### src/common/dbu_pkg.sv
// debug breakpoint unit: register indices, field positions, reset values,
// encodings and vectors shared by the unit and its comparator.
// assumes the pipeline presents one processor cycle per clock at most.
package dbu_pkg;

	// register indices as carried by the move-to/from-debug-register port
	localparam logic [2:0] IDX_BP0      = 3'h0;
	localparam logic [2:0] IDX_BP1      = 3'h1;
	localparam logic [2:0] IDX_BP2      = 3'h2;
	localparam logic [2:0] IDX_BP3      = 3'h3;
	localparam logic [2:0] IDX_ALIAS_ST = 3'h4;
	localparam logic [2:0] IDX_ALIAS_CT = 3'h5;
	localparam logic [2:0] IDX_STATUS   = 3'h6;
	localparam logic [2:0] IDX_CONTROL  = 3'h7;

	// debug_status fields
	localparam int ST_HIT_LSB = 0;
	localparam int ST_BD      = 13;
	localparam int ST_BS      = 14;
	localparam int ST_BT      = 15;
	localparam logic [31:0] ST_MASK = 32'h0000E00F;
	localparam logic [31:0] ST_RST  = 32'h00000000;

	// debug_control fields: local enable at 2i, global enable at 2i+1
	localparam int CT_LE        = 8;
	localparam int CT_GE        = 9;
	localparam int CT_GD        = 13;
	localparam int CT_FIELD_LSB = 16;
	localparam int CT_FIELD_W   = 4;
	localparam logic [31:0] CT_MASK   = 32'hFFFF23FF;
	localparam logic [31:0] CT_LOCALS = 32'h00000055;
	localparam logic [31:0] CT_RST    = 32'h00000000;

	localparam logic [31:0] BP_RST = 32'h00000000;

	localparam logic [7:0] VEC_DEBUG = 8'h01;
	localparam logic [7:0] VEC_BREAK = 8'h03;
	localparam logic [7:0] OPC_INT3  = 8'hCC;

	// breakpoint kind field encoding
	typedef enum logic [1:0] {
		KIND_EXEC  = 2'h0,
		KIND_WRITE = 2'h1,
		KIND_IO    = 2'h2,
		KIND_DATA  = 2'h3
	} dbu_kind_t;

	// type of the processor cycle being checked
	typedef enum logic [1:0] {
		CYC_FETCH = 2'h0,
		CYC_READ  = 2'h1,
		CYC_WRITE = 2'h2,
		CYC_IO    = 2'h3
	} dbu_cyc_t;

endpackage

### src/common/dbu_cmp_if.sv
// debug breakpoint unit: carrier between the unit and its comparator.
// assumes both ends sit in the core_clk domain; all signals combinational.
`timescale 1ns/1ns
`default_nettype none
interface dbu_cmp_if;
	import dbu_pkg::*;
	logic [31:0] cyc_addr;
	logic [1:0]  cyc_last;
	dbu_cyc_t    cyc_type;
	logic [31:0] bp [4];
	logic [31:0] control;
	logic [3:0]  match;

	modport core (output cyc_addr, cyc_last, cyc_type, bp, control,
		input match);
	modport cmp (input cyc_addr, cyc_last, cyc_type, bp, control,
		output match);
endinterface
`default_nettype wire

### src/hw/dbu_top.sv
// debug breakpoint unit: breakpoint, status and control registers, alias
// routing, access detection and debug exception classification.
// assumes pipeline inputs are single-cycle pulses on core_clk; a raised
// exception is taken by the pipeline without back-pressure.
`timescale 1ns/1ns
`default_nettype none

// Summary of operation
// - four 32-bit breakpoint addresses compared with every cycle's address.
// - with extensions off, alias registers reach control and status.
// - with extensions on, alias access raises undefined opcode instead.
// - enabled breakpoint match sets its hit flag in status.
// - matches of other breakpoints also flagged; disabled ones raise nothing.
// - detection on: debug register access flags and faults before access.
// - trap flag set: exception after each instruction, single-step flag.
// - task switch into trapping task sets task flag and raises exception.
// - local enables are per breakpoint and cleared on task switch.
// - global enables survive task switch; local or global arms a breakpoint.
// - compatibility bits stored but have no effect.
// - detect enable gates access fault and clears on any exception.
// - kind 00 fetch, 01 write, 10 I/O, 11 data read or write.
// - size 00 one byte, 01 two, 11 four; 10 undefined.
// - data, I/O, single-step and task traps raise 01h after instruction.
// - fetch breakpoints and access detection are faults raising 01h.
// - opcode CCh is a software breakpoint trapping with 03h.
module dbu_top (
	input  wire logic             core_clk,
	input  wire logic             sys_rst,
	input  wire logic             ext_dbg_switch,
	input  wire logic             trap_flag,
	input  wire logic             dr_req,
	input  wire logic             dr_write,
	input  wire logic [2:0]       dr_index,
	input  wire logic [31:0]      dr_wdata,
	output var  logic             dr_ack,
	output var  logic             dr_ud,
	output var  logic [31:0]      dr_rdata,
	input  wire logic             cyc_valid,
	input  wire logic [31:0]      cyc_addr,
	input  wire logic [1:0]       cyc_last,
	input  wire dbu_pkg::dbu_cyc_t cyc_type,
	input  wire logic             retire_valid,
	input  wire logic [7:0]       retire_opcode,
	input  wire logic             task_switch,
	input  wire logic             task_trap,
	output var  logic             exc_valid,
	output var  logic             exc_fault,
	output var  logic [7:0]       exc_vector
);
	import dbu_pkg::*;

	logic [31:0] bp_addr [4];
	logic [31:0] status;
	logic [31:0] control;
	logic        data_pend;

	dbu_cmp_if cmp ();

	assign cmp.cyc_addr = cyc_addr;
	assign cmp.cyc_last = cyc_last;
	assign cmp.cyc_type = cyc_type;
	assign cmp.bp       = bp_addr;
	assign cmp.control  = control;

	dbu_match u_match (
		.m (cmp.cmp)
	);

	// register port decode
	wire       alias_sel;
	wire       detect_now;
	wire       ud_now;
	wire       do_access;
	wire [2:0] eff_index;
	wire       wr_status;
	wire       wr_control;

	assign alias_sel  = (dr_index == IDX_ALIAS_ST) ||
		(dr_index == IDX_ALIAS_CT);
	// the check precedes the access, so a detected access never lands
	assign detect_now = dr_req && control[CT_GD];
	assign ud_now     = dr_req && !detect_now && alias_sel &&
		ext_dbg_switch;
	assign do_access  = dr_req && !detect_now && !ud_now;
	// alias index 4/5 folds onto 6/7 by forcing bit 1
	assign eff_index  = alias_sel ? {2'b11, dr_index[0]} :
		dr_index;
	assign wr_status  = do_access && dr_write && (eff_index == IDX_STATUS);
	assign wr_control = do_access && dr_write &&
		(eff_index == IDX_CONTROL);

	wire [31:0] rd_mux;
	assign rd_mux = (eff_index == IDX_STATUS)  ? status :
		(eff_index == IDX_CONTROL) ? control :
		bp_addr[eff_index[1:0]];

	// breakpoint enables and kinds
	wire [3:0] bp_en;
	wire [3:0] bp_exec;

	genvar i;
	generate
		for (i = 0; i < 4; i++) begin : g_en
			// global bit alone suffices; compat bits 8/9 feed nothing
			assign bp_en[i] = control[2 * i] ||
				control[2 * i + 1];
			assign bp_exec[i] = control[CT_FIELD_LSB + CT_FIELD_W * i +: 2]
				== KIND_EXEC;
		end
	endgenerate

	wire any_en_hit;
	wire fetch_fault;
	wire data_hit;

	assign any_en_hit  = cyc_valid && |(cmp.match & bp_en);
	assign fetch_fault = cyc_valid &&
		|(cmp.match & bp_en & bp_exec);
	assign data_hit    = cyc_valid &&
		|(cmp.match & bp_en & ~bp_exec);

	// exception sources, highest priority first
	wire fault_now;
	wire ss_now;
	wire ts_now;
	wire trap01_now;
	wire trap03_now;
	wire exc_now;

	assign fault_now  = fetch_fault || detect_now;
	assign ss_now     = retire_valid && trap_flag;
	assign ts_now     = task_switch && task_trap;
	// a data hit in the retire cycle belongs to the retiring instruction
	assign trap01_now = (retire_valid && (data_pend || data_hit)) ||
		ss_now || ts_now;
	assign trap03_now = retire_valid &&
		(retire_opcode == OPC_INT3);
	assign exc_now    = fault_now || trap01_now || trap03_now;

	// status: hardware sets win over a software write in the same cycle
	logic [31:0] next_status;
	always_comb begin
		next_status = wr_status ? (dr_wdata & ST_MASK) : status;
		if (any_en_hit) begin
			// every matching breakpoint, enabled or not, is flagged
			next_status[ST_HIT_LSB +: 4] = next_status[ST_HIT_LSB +: 4] |
				cmp.match;
		end
		if (detect_now) begin
			next_status[ST_BD] = 1'b1;
		end
		if (ss_now) begin
			next_status[ST_BS] = 1'b1;
		end
		if (ts_now) begin
			next_status[ST_BT] = 1'b1;
		end
	end

	logic [31:0] next_control;
	always_comb begin
		next_control = wr_control ? (dr_wdata & CT_MASK) : control;
		if (task_switch) begin
			next_control = next_control & ~CT_LOCALS;
		end
		if (exc_now) begin
			next_control[CT_GD] = 1'b0;
		end
	end

	wire next_pend;
	// limitation: a trap lost to a same-cycle fault is not replayed
	assign next_pend = !retire_valid && (data_pend || data_hit);

	wire [7:0] next_vector;
	assign next_vector = (fault_now || trap01_now) ? VEC_DEBUG : VEC_BREAK;

	always_ff @(posedge core_clk) begin
		if (sys_rst) begin
			status    <= ST_RST;
			control   <= CT_RST;
			data_pend <= 1'b0;
		end else begin
			status    <= next_status;
			control   <= next_control;
			data_pend <= next_pend;
		end
	end

	always_ff @(posedge core_clk) begin
		for (int k = 0; k < 4; k++) begin
			if (sys_rst) begin
				bp_addr[k] <= BP_RST;
			end else if (do_access && dr_write &&
				eff_index == 3'(k)) begin
				bp_addr[k] <= dr_wdata;
			end
		end
	end

	always_ff @(posedge core_clk) begin
		if (sys_rst) begin
			dr_ack     <= 1'b0;
			dr_ud      <= 1'b0;
			dr_rdata   <= 32'h00000000;
			exc_valid  <= 1'b0;
			exc_fault  <= 1'b0;
			exc_vector <= 8'h00;
		end else begin
			dr_ack     <= do_access;
			dr_ud      <= ud_now;
			dr_rdata   <= (do_access && !dr_write) ? rd_mux : 32'h00000000;
			exc_valid  <= exc_now;
			exc_fault  <= fault_now;
			exc_vector <= exc_now ? next_vector : 8'h00;
		end
	end
endmodule
`default_nettype wire

### src/hw/dbu_match.sv
// debug breakpoint unit: address and cycle-type comparator for the four
// breakpoints. assumes cyc_last is the byte count of the cycle minus one.
`timescale 1ns/1ns
`default_nettype none
module dbu_match (
	dbu_cmp_if.cmp m
);
	import dbu_pkg::*;

	// byte ranges overlap; 33 bits so a range ending at 4 GB cannot wrap
	function automatic logic ranges_meet(
		input logic [31:0] a_start,
		input logic [1:0]  a_last,
		input logic [31:0] b_start,
		input logic [1:0]  b_last
	);
		logic [32:0] a_end;
		logic [32:0] b_end;
		a_end = {1'b0, a_start} + {31'h0, a_last};
		b_end = {1'b0, b_start} + {31'h0, b_last};
		ranges_meet = ({1'b0, a_start} <= b_end) &&
			({1'b0, b_start} <= a_end);
	endfunction

	function automatic logic kind_fits(
		input dbu_kind_t kind,
		input dbu_cyc_t  cyc
	);
		case (kind)
			KIND_EXEC:  kind_fits = (cyc == CYC_FETCH);
			KIND_WRITE: kind_fits = (cyc == CYC_WRITE);
			KIND_IO:    kind_fits = (cyc == CYC_IO);
			KIND_DATA:  kind_fits = (cyc == CYC_READ) ||
				(cyc == CYC_WRITE);
			default:    kind_fits = 1'b0;
		endcase
	endfunction

	wire [3:0] hit_w;

	genvar i;
	generate
		for (i = 0; i < 4; i++) begin : g_bp
			wire [1:0] kind_w;
			wire [1:0] size_w;
			assign kind_w = m.control[CT_FIELD_LSB + CT_FIELD_W * i +: 2];
			assign size_w = m.control[CT_FIELD_LSB + CT_FIELD_W * i + 2 +: 2];
			// size 00/01/11 covers 1/2/4 bytes; 10 is undefined, reads as 3
			assign hit_w[i] = kind_fits(dbu_kind_t'(kind_w),
				m.cyc_type) && ranges_meet(m.bp[i], size_w,
				m.cyc_addr, m.cyc_last);
		end
	endgenerate

	assign m.match = hit_w;

endmodule
`default_nettype wire

### config.mk
export PLATFORM = sky130hd
export DESIGN_NAME = dbu_top
export DESIGN_NICKNAME = d
export VERILOG_FILES = /design/src/common/dbu_pkg.sv /design/src/common/dbu_cmp_if.sv /design/src/hw/dbu_top.sv /design/src/hw/dbu_match.sv
export SDC_FILE = /design/constraint.sdc
export NUM_CORES = 1
export LEC_CHECK = 0
export BUFFER_PORTS_ARGS = -buffer_cell sky130_fd_sc_hd__clkbuf_2
export CAP_MARGIN = 15
export CORE_MARGIN = 5
export CORE_UTILIZATION = 35
export CTS_CLUSTER_SIZE = 14
export DETAILED_ROUTE_END_ITERATION = 12
export MAX_ROUTING_LAYER = met4
export PLACE_DENSITY = 0.55
export REMOVE_ABC_BUFFERS = 1
export SYNTH_ARGS = -nofsm -noshare
export SYNTH_HDL_FRONTEND = slang
export SYNTH_HIERARCHICAL = 1
export SYNTH_SLANG_ARGS = --single-unit
### constraint.sdc
create_clock -name core_clk -period 3.95 [get_ports core_clk]
set_clock_uncertainty 0.15 [all_clocks]
set_input_delay 0.1975 -clock core_clk [delete_from_list [all_inputs] [get_ports core_clk]]
set_output_delay 0.1975 -clock core_clk [all_outputs]
set_load 0.02 [all_outputs]
**After elaboration in Yosys (flattened, before gate mapping)**

Index checks and enable logic that the tools add are counted.

- Add/sub/neg operators: 5
- $lt $le $gt $ge: 9
- Eq/ne operators: 23
- Multiplexer cells: 17
- Bitwise operators: 8
- Reductions and logical operators: 62

Operator list:

| kind | number |
|---|---|
| $le A32 B33 Y1 | 8 |
| $add A32 B2 Y33 | 5 |
| $mux W32 | 4 |
| $bmux W32 S2 | 1 |
| $mux W16 | 2 |
| $logic_and A1 B1 Y1 | 29 |
| $eq A2 B2 Y1 const B | 10 |
| $pmux W1 S4 | 4 |
| $and A4 B4 Y4 | 3 |
| $eq A3 B3 Y1 const B | 4 |
| $logic_or A1 B1 Y1 | 12 |
| $reduce_or A4 Y1 | 3 |
| $eq A2 B1 Y1 const B | 5 |
| $logic_not A2 Y1 | 5 |
| $eq A8 B8 Y1 const B | 1 |
| $reduce_or A2 Y1 | 4 |
| $eq A3 B2 Y1 const B | 2 |
| $reduce_bool A2 Y1 | 3 |
| $logic_not A1 Y1 | 4 |
| $mux W4 | 1 |
| $not A4 Y4 | 1 |
| $or A4 B4 Y4 | 1 |
| $eq A3 B1 Y1 const B | 1 |
| $ge A3 B3 Y1 const B | 1 |
| other kinds (7) | 10 |

- Register bits: 212
- Bits of input ports: 89
- Word-level logic and storage cells: 143

**Depth between registers and ports, before layout**

- Depth in word-level cells: 16
- Mapped depth: 21
- Gate-level depth less buffers: 21

**Cells and area by module**

Netlist, hierarchy kept.

By module, submodules not included:

| module | times used | cells an instance | area an instance (sq um) |
|---|---|---|---|
| dbu_match | 1 | 1,129 | 8,812.2 |
| dbu_top | 1 | 996 | 8,245.4 |

**Worst setup path after synthesis**

Ideal clock, no wire load.

- Path kind: register -> register
- Start: register bp_addr[32] (netlist name)
- End: register control[13], in the netlist cmp.control[13]
- Arrival: 4,103 ps
- Path slack: -419 ps
- Cell stages (with the launch flop): 20
- Clock period less this slack: 4,369 ps
- Path through: dfxtp_1 ha_1 inv_1 fa_1 nor3_2 and4_1 nand2_1 xor2_1 ha_1 a41o_1 a21oi_1 o21ai_1 or4b_1 a211o_1 a32oi_1 o221ai_1 o2111ai_1 and3_1 nor3_1 and4_1

- Longest elaborated chain between the ends: 15
- Elaborated cells between the ends (all ways): 20
- Classes of those cells: 1 x add/sub; 2 x order compare; 3 x bitwise; 14 x reduce/logical

RTL lines:

| what | line | source |
|---|---|---|
| start: declaration | dbu_top.sv:52 | `logic [31:0] bp_addr [4];` |
| start signal: indexed assignment | dbu_top.sv:196 | `bp_addr[k] <= dr_wdata;` |
| $add A32 B2 Y33 | dbu_match.sv:19 | `a_end = {1'b0, a_start} + {31'h0, a_last};` |
| $le A32 B33 Y1 | dbu_match.sv:22 | `({1'b0, b_start} <= a_end);` |
| $logic_and A1 B1 Y1 * | dbu_match.sv:21 | `ranges_meet = ({1'b0, a_start} <= b_end) &&` |
| $logic_and A1 B1 Y1 * | dbu_match.sv:50 | `m.cyc_type) && ranges_meet(m.bp[i], size_w,` |
| via cmp.match[2] | dbu_cmp_if.sv:12 | `logic [3:0] match;` |
| $and A4 B4 Y4 * | dbu_top.sv:118, dbu_top.sv:120 |  |
| $and A4 B4 Y4 | dbu_top.sv:120 | `\|(cmp.match & bp_en & ~bp_exec);` |
| $reduce_or A4 Y1 | dbu_top.sv:120 |  |
| $logic_and A1 B1 Y1 | dbu_top.sv:119 | `assign data_hit = cyc_valid &&` |
| $logic_or A1 B1 Y1 | dbu_top.sv:134 | `assign trap01_now = (retire_valid && (data_pend \|\| data_hit)) \|\|` |
| $logic_and A1 B1 Y1 | dbu_top.sv:134 |  |
| $logic_or A1 B1 Y1 | dbu_top.sv:134 |  |
| $logic_or A1 B1 Y1 | dbu_top.sv:135 | `ss_now \|\| ts_now;` |
| $logic_or A1 B1 Y1 * (2 in a row) | dbu_top.sv:138 | `assign exc_now = fault_now \|\| trap01_now \|\| trap03_now;` |
| $reduce_or A2 Y1 (no source line) * | -- |  |
| end signal: assignment | dbu_top.sv:185 | `control <= next_control;` |
| end: declaration | dbu_top.sv:54 | `logic [31:0] control;` |

The timed path passes the listed nets; every way through them passes the cells marked *.
A chain may end at the register's enable or synchronous reset.

**Worst setup path after layout**

- Start: register control[30], in the netlist cmp.control[30]
- End: register control[13], in the netlist cmp.control[13]

- Longest elaborated chain between the ends: 15
- Elaborated cells between the ends (all ways): 19
- Classes of those cells: 1 x add/sub; 1 x order compare; 3 x bitwise; 14 x reduce/logical

RTL lines:

| what | line |
|---|---|
| $add A32 B2 Y33 * | dbu_match.sv:19 |
| $le A32 B33 Y1 * | dbu_match.sv:22 |
| $logic_and A1 B1 Y1 * | dbu_match.sv:21 |
| $logic_and A1 B1 Y1 * | dbu_match.sv:50 |
| via cmp.match[3] | dbu_cmp_if.sv:12 |
| $and A4 B4 Y4 * | dbu_top.sv:118, dbu_top.sv:120 |
| $and A4 B4 Y4 | dbu_top.sv:120 |
| $reduce_or A4 Y1 | dbu_top.sv:120 |
| $logic_and A1 B1 Y1 | dbu_top.sv:119 |
| $logic_or A1 B1 Y1 | dbu_top.sv:134 |
| $logic_and A1 B1 Y1 | dbu_top.sv:134 |
| $logic_or A1 B1 Y1 | dbu_top.sv:134 |
| $logic_or A1 B1 Y1 | dbu_top.sv:135 |
| $logic_or A1 B1 Y1 * (2 in a row) | dbu_top.sv:138 |
| $reduce_or A2 Y1 (no source line) * | -- |

Marks and branches as above.

==> results.sh <==
export IMPL_worst_slack_ns=-0.827
export IMPL_syn_mean_instance_area_sq_um=8.03
export IMPL_clkTransAtPathRegs_ns=0.06
export IMPL_setup_viol=10
export IMPL_reg2reg_to="cmp.control[13]$_SDFFE_PP0P_"
export IMPL_root_buffer="clkbuf_16"
export IMPL_outcome="complete, but fails checks"
export IMPL_htreeDepth=1
export IMPL_ff2ff_path_depth=23
export IMPL_synthMuxAreaShare_pct=3.86
export IMPL_place_congestion=1.03
export IMPL_syn_area_sq_um=17100
export IMPL_io_pins=133
export IMPL_final_antenna_net_count=0
export IMPL_area_growth_pct=35.6
export IMPL_synth_simple_area_share_pct=24.3
export IMPL_grt_pass1_vias=18100
export IMPL_seqCellArea_sq_um=4040
export IMPL_dp_hpwl_mm=63.3
export IMPL_drt_iter0_drc=1672
export IMPL_cts_inserted_buffers=26
export IMPL_yosysTopAreaCellShare_pct=23.6
export IMPL_die_area_sq_um=53300
export IMPL_max_freq_ghz=0.209
export IMPL_globalRouteTotalUtil_pct=30.2
export IMPL_tightest_slew_ns=1.05
export IMPL_synth_fa_ha_area_share_pct=20.3
export IMPL_syn_inst=2125
export IMPL_antenna_found_initial=2
export IMPL_fin_crit_ns=4.78
export IMPL_fillCellCount=4727
export IMPL_hold_depth=2
export IMPL_cap_violations=0
export IMPL_grt_pass1_wl_mm=118
export IMPL_core_area_sq_um=48500
export IMPL_nets=3024
export IMPL_start_util_pct=35.1
export IMPL_crit_required_ns=4.26
export IMPL_vias=18700
export IMPL_drive_gt1_share_pct=27.3
export IMPL_grt_max_degree=81
export IMPL_diodes=0
export IMPL_drc_errors=0
export IMPL_totalWireLength_mm=81.4
export IMPL_ys_seq_elements=201
export IMPL_hold_path_endpoint="dr_rdata[28]$_SDFF_PP0_"
export IMPL_synth_distinct_cells=78
export IMPL_rsz0062_at_grt="true"
export IMPL_hold_path_class="input pin to register"
export IMPL_vias_per_cell=5.68
export IMPL_maxSlewViolCount=0
export IMPL_rows=81
export IMPL_holdWs_ns=0.0987
export IMPL_ys_dominant_reg_cell="dfxtp_1"
export IMPL_vdd_drop_max_uv=317
export IMPL_async_flop_share_pct=0
export IMPL_cts_tree="built"
export IMPL_yosysSeqAreaShare_pct=23.6
export IMPL_synth_top_area_cell="dfxtp_1"
export IMPL_synth_compound_area_share_pct=16.7
export IMPL_synth_edf_count=0
export IMPL_multiInputGateArea_sq_um=12800
export IMPL_p_per_area_nw_per_um2=251
export IMPL_clock_latency_ns=0.57
export IMPL_cts_num_sinks=201
export IMPL_r2r_slack_ns=-0.83
export IMPL_post_route_period_util_pct=121
export IMPL_cp_end_kind="register"
export IMPL_r2r_start="cmp.control[30]$_SDFFE_PP0P_"
export IMPL_synthTopCellsByArea="dfxtp_1 (24%), ha_1 (20%), nand2_1 (9.6%)"
export IMPL_arrival_ns=5.09
export IMPL_wl_per_cell_microns=24.7
export IMPL_die_h_microns=231
export IMPL_numPortBuffers=126
export IMPL_fp_dieW_microns=231
export IMPL_max_slew_margin_pct=30.0
export IMPL_critical_path_class="register to register"
export IMPL_cts_buffer_depth=3
export IMPL_finalHoldViolations=0
export IMPL_crit_path_max_fanout=4
export IMPL_dr_pass1_iters=7
export IMPL_violations="setup timing"
export IMPL_worst_setup_path_start_kind="register"
export IMPL_synth_top_family_by_area="simple AND/OR/NAND/NOR gates"
export IMPL_overflow=0
export IMPL_pre_cts_ws_ns=-1.55
export IMPL_yosys_warnings=6
export IMPL_synth_xor_area_share_pct=7.70
export IMPL_p_leak_nw=9.84
export IMPL_min_from="dr_index[0]"
Yosys cell counts, types with 4 or more instances:
cell type	n
nand2_1	437
a21oi_1	274
ha_1	269
dfxtp_1	201
xor2_1	100
nor2_1	90
nand3_1	89
nand4_1	70
xnor2_1	50
clkbuf_1	43
inv_1	40
o21ai_0	38
a21o_1	35
a211oi_1	33
mux2i_1	32
buf_2	31
and4_1	28
nor2b_1	27
nor3_1	24
a211oi_2	21
and3_1	21
buf_4	13
nor4_1	13
mux4_2	11
and2_1	8
mux2_2	8
a221oi_1	6
nand2b_1	6
o221ai_1	6
a222oi_1	5
a22oi_1	5
a31oi_1	5
fa_1	5
nor3b_1	5
a221o_1	4
nor3_2	4
nor4_4	4
o21bai_1	4
metal layers:
metal / GRT usage, % / up-vias / wire length (microns)
li1: - / 8739 / -
met1: 40.4 / 9092 / 36000
met2: 47.2 / 757 / 36300
met3: 3.68 / 151 / 5740
met4: 10.8 / 0 / 3270
met5: - / - / 0
report_power, final:
| group | internal, mW | switching, mW |
|---|---|---|
| clock | 1.61 | 1.01 |
| combinational | 0.440 | 0.651 |
| sequential | 2.06 | 0.0242 |
| total | 4.11 | 1.69 |
metrics by stage:
stage                     std cells  total power, mW  instance area, sq um  util, %  TNS, ns
after CTS                      3293             5.81                 23000     47.3    -6.53
final                          3300             5.80                 23100     47.6    -7.49
after global routing           3300             5.99                 23100     47.6    -8.61
after floorplan                2038             2.55                 16600        -    -3.44
after detailed placement       3191             3.12                 21200     43.6   -14.20
after global placement         3191             3.11                 21200     43.6   -14.04
layout make-up:
| cell class | instances | share of cell area, % |
|---|---|---|
| Sequential cell | 201 | 17.5 |
| Inverter | 40 | 0.649 |
| Clock inverter | 12 | 0.811 |
| Tap cell | 622 | 3.36 |
| Timing Repair Buffer | 595 | 19.0 |
| Clock buffer | 33 | 3.15 |
| Multi-Input combinational cell | 1797 | 55.5 |
logic make-up after synthesis:
logic type               after synthesis
AO/OA/AOI/OAI                        461
XOR/XNOR                             150
buffers and inverters                132
adder cells (fa/ha/maj)              274
multiplexers                          51
flip-flops                           201
other                                  1
AND/OR/NAND/NOR                      855
registers in the layout (all words and copies together) (netlist names):
name	cells
bp_addr	128
cmp.control	27
data_pend	1
dr_ack	1
dr_rdata	32
dr_ud	1
exc_fault	1
exc_valid	1
exc_vector	2
status	7
cell usage in the layout (no fill, tap or decap), types with 25 or more instances in the layout:
| cell | n |
|---|---|
| nor2b_1 | 25 |
| ha_1 | 265 |
| inv_1 | 39 |
| dlygate4sd3_1 | 48 |
| a21o_1 | 35 |
| nand4_1 | 70 |
| clkbuf_16 | 27 |
| xor2_1 | 100 |
| a211oi_1 | 32 |
| dfxtp_1 | 192 |
| clkbuf_2 | 124 |
| xnor2_1 | 50 |
| mux2i_1 | 32 |
| a21oi_1 | 265 |
| o21ai_0 | 31 |
| and4_1 | 26 |
| nor2_1 | 86 |
| nand2_1 | 431 |
| nand3_1 | 85 |
| buf_4 | 405 |
worst max path at each step:
stage | startpoint | end | slack (ns) | cells after the start
3_5_place_dp | cmp.control[30]$_SDFFE_PP0P_ | cmp.control[13]$_SDFFE_PP0P_ | -1.55 | 20
2_1_floorplan | bp_addr[33]$_SDFFE_PP0P_ | cmp.control[13]$_SDFFE_PP0P_ | -0.44 | 19
5_1_grt | cmp.control[31]$_SDFFE_PP0P_ | cmp.control[13]$_SDFFE_PP0P_ | -0.93 | 23
6_report | cmp.control[30]$_SDFFE_PP0P_ | cmp.control[13]$_SDFFE_PP0P_ | -0.83 | 23
4_1_cts | cmp.control[30]$_SDFFE_PP0P_ | cmp.control[13]$_SDFFE_PP0P_ | -0.73 | 22
3_3_place_gp | cmp.control[30]$_SDFFE_PP0P_ | cmp.control[13]$_SDFFE_PP0P_ | -1.54 | 20
what timing repair did:
action | CTS | global route
endpoints found under the hold margin | 169 | 0
pin swaps | 44 | 20
resized for setup | 90 | 23
setup buffers | 9 | 7
hold buffers | 49 | 0
endpoints found under the setup margin | 10 | 10
worst max-delay path: stages (launching register included):
cell and delay, ns:
dfxtp_4 0.37, ha_4 0.14, inv_2 0.04, fa_2 0.35, and4b_2 0.36, nand2_4 0.09
nor4_4 0.22, buf_6 0.17, nand2_1 0.07, xor2_1 0.14, ha_1 0.29, nand4_1 0.10
buf_6 0.15, nor4_4 0.29, nor3b_4 0.30, nand3_2 0.11, a21boi_2 0.18, o22a_2 0.23
o21ai_2 0.07, buf_4 0.15, o2111ai_4 0.21, and3_4 0.23, nor3_2 0.04, and4_1 0.20
Power figures use the tool's default switching activity.
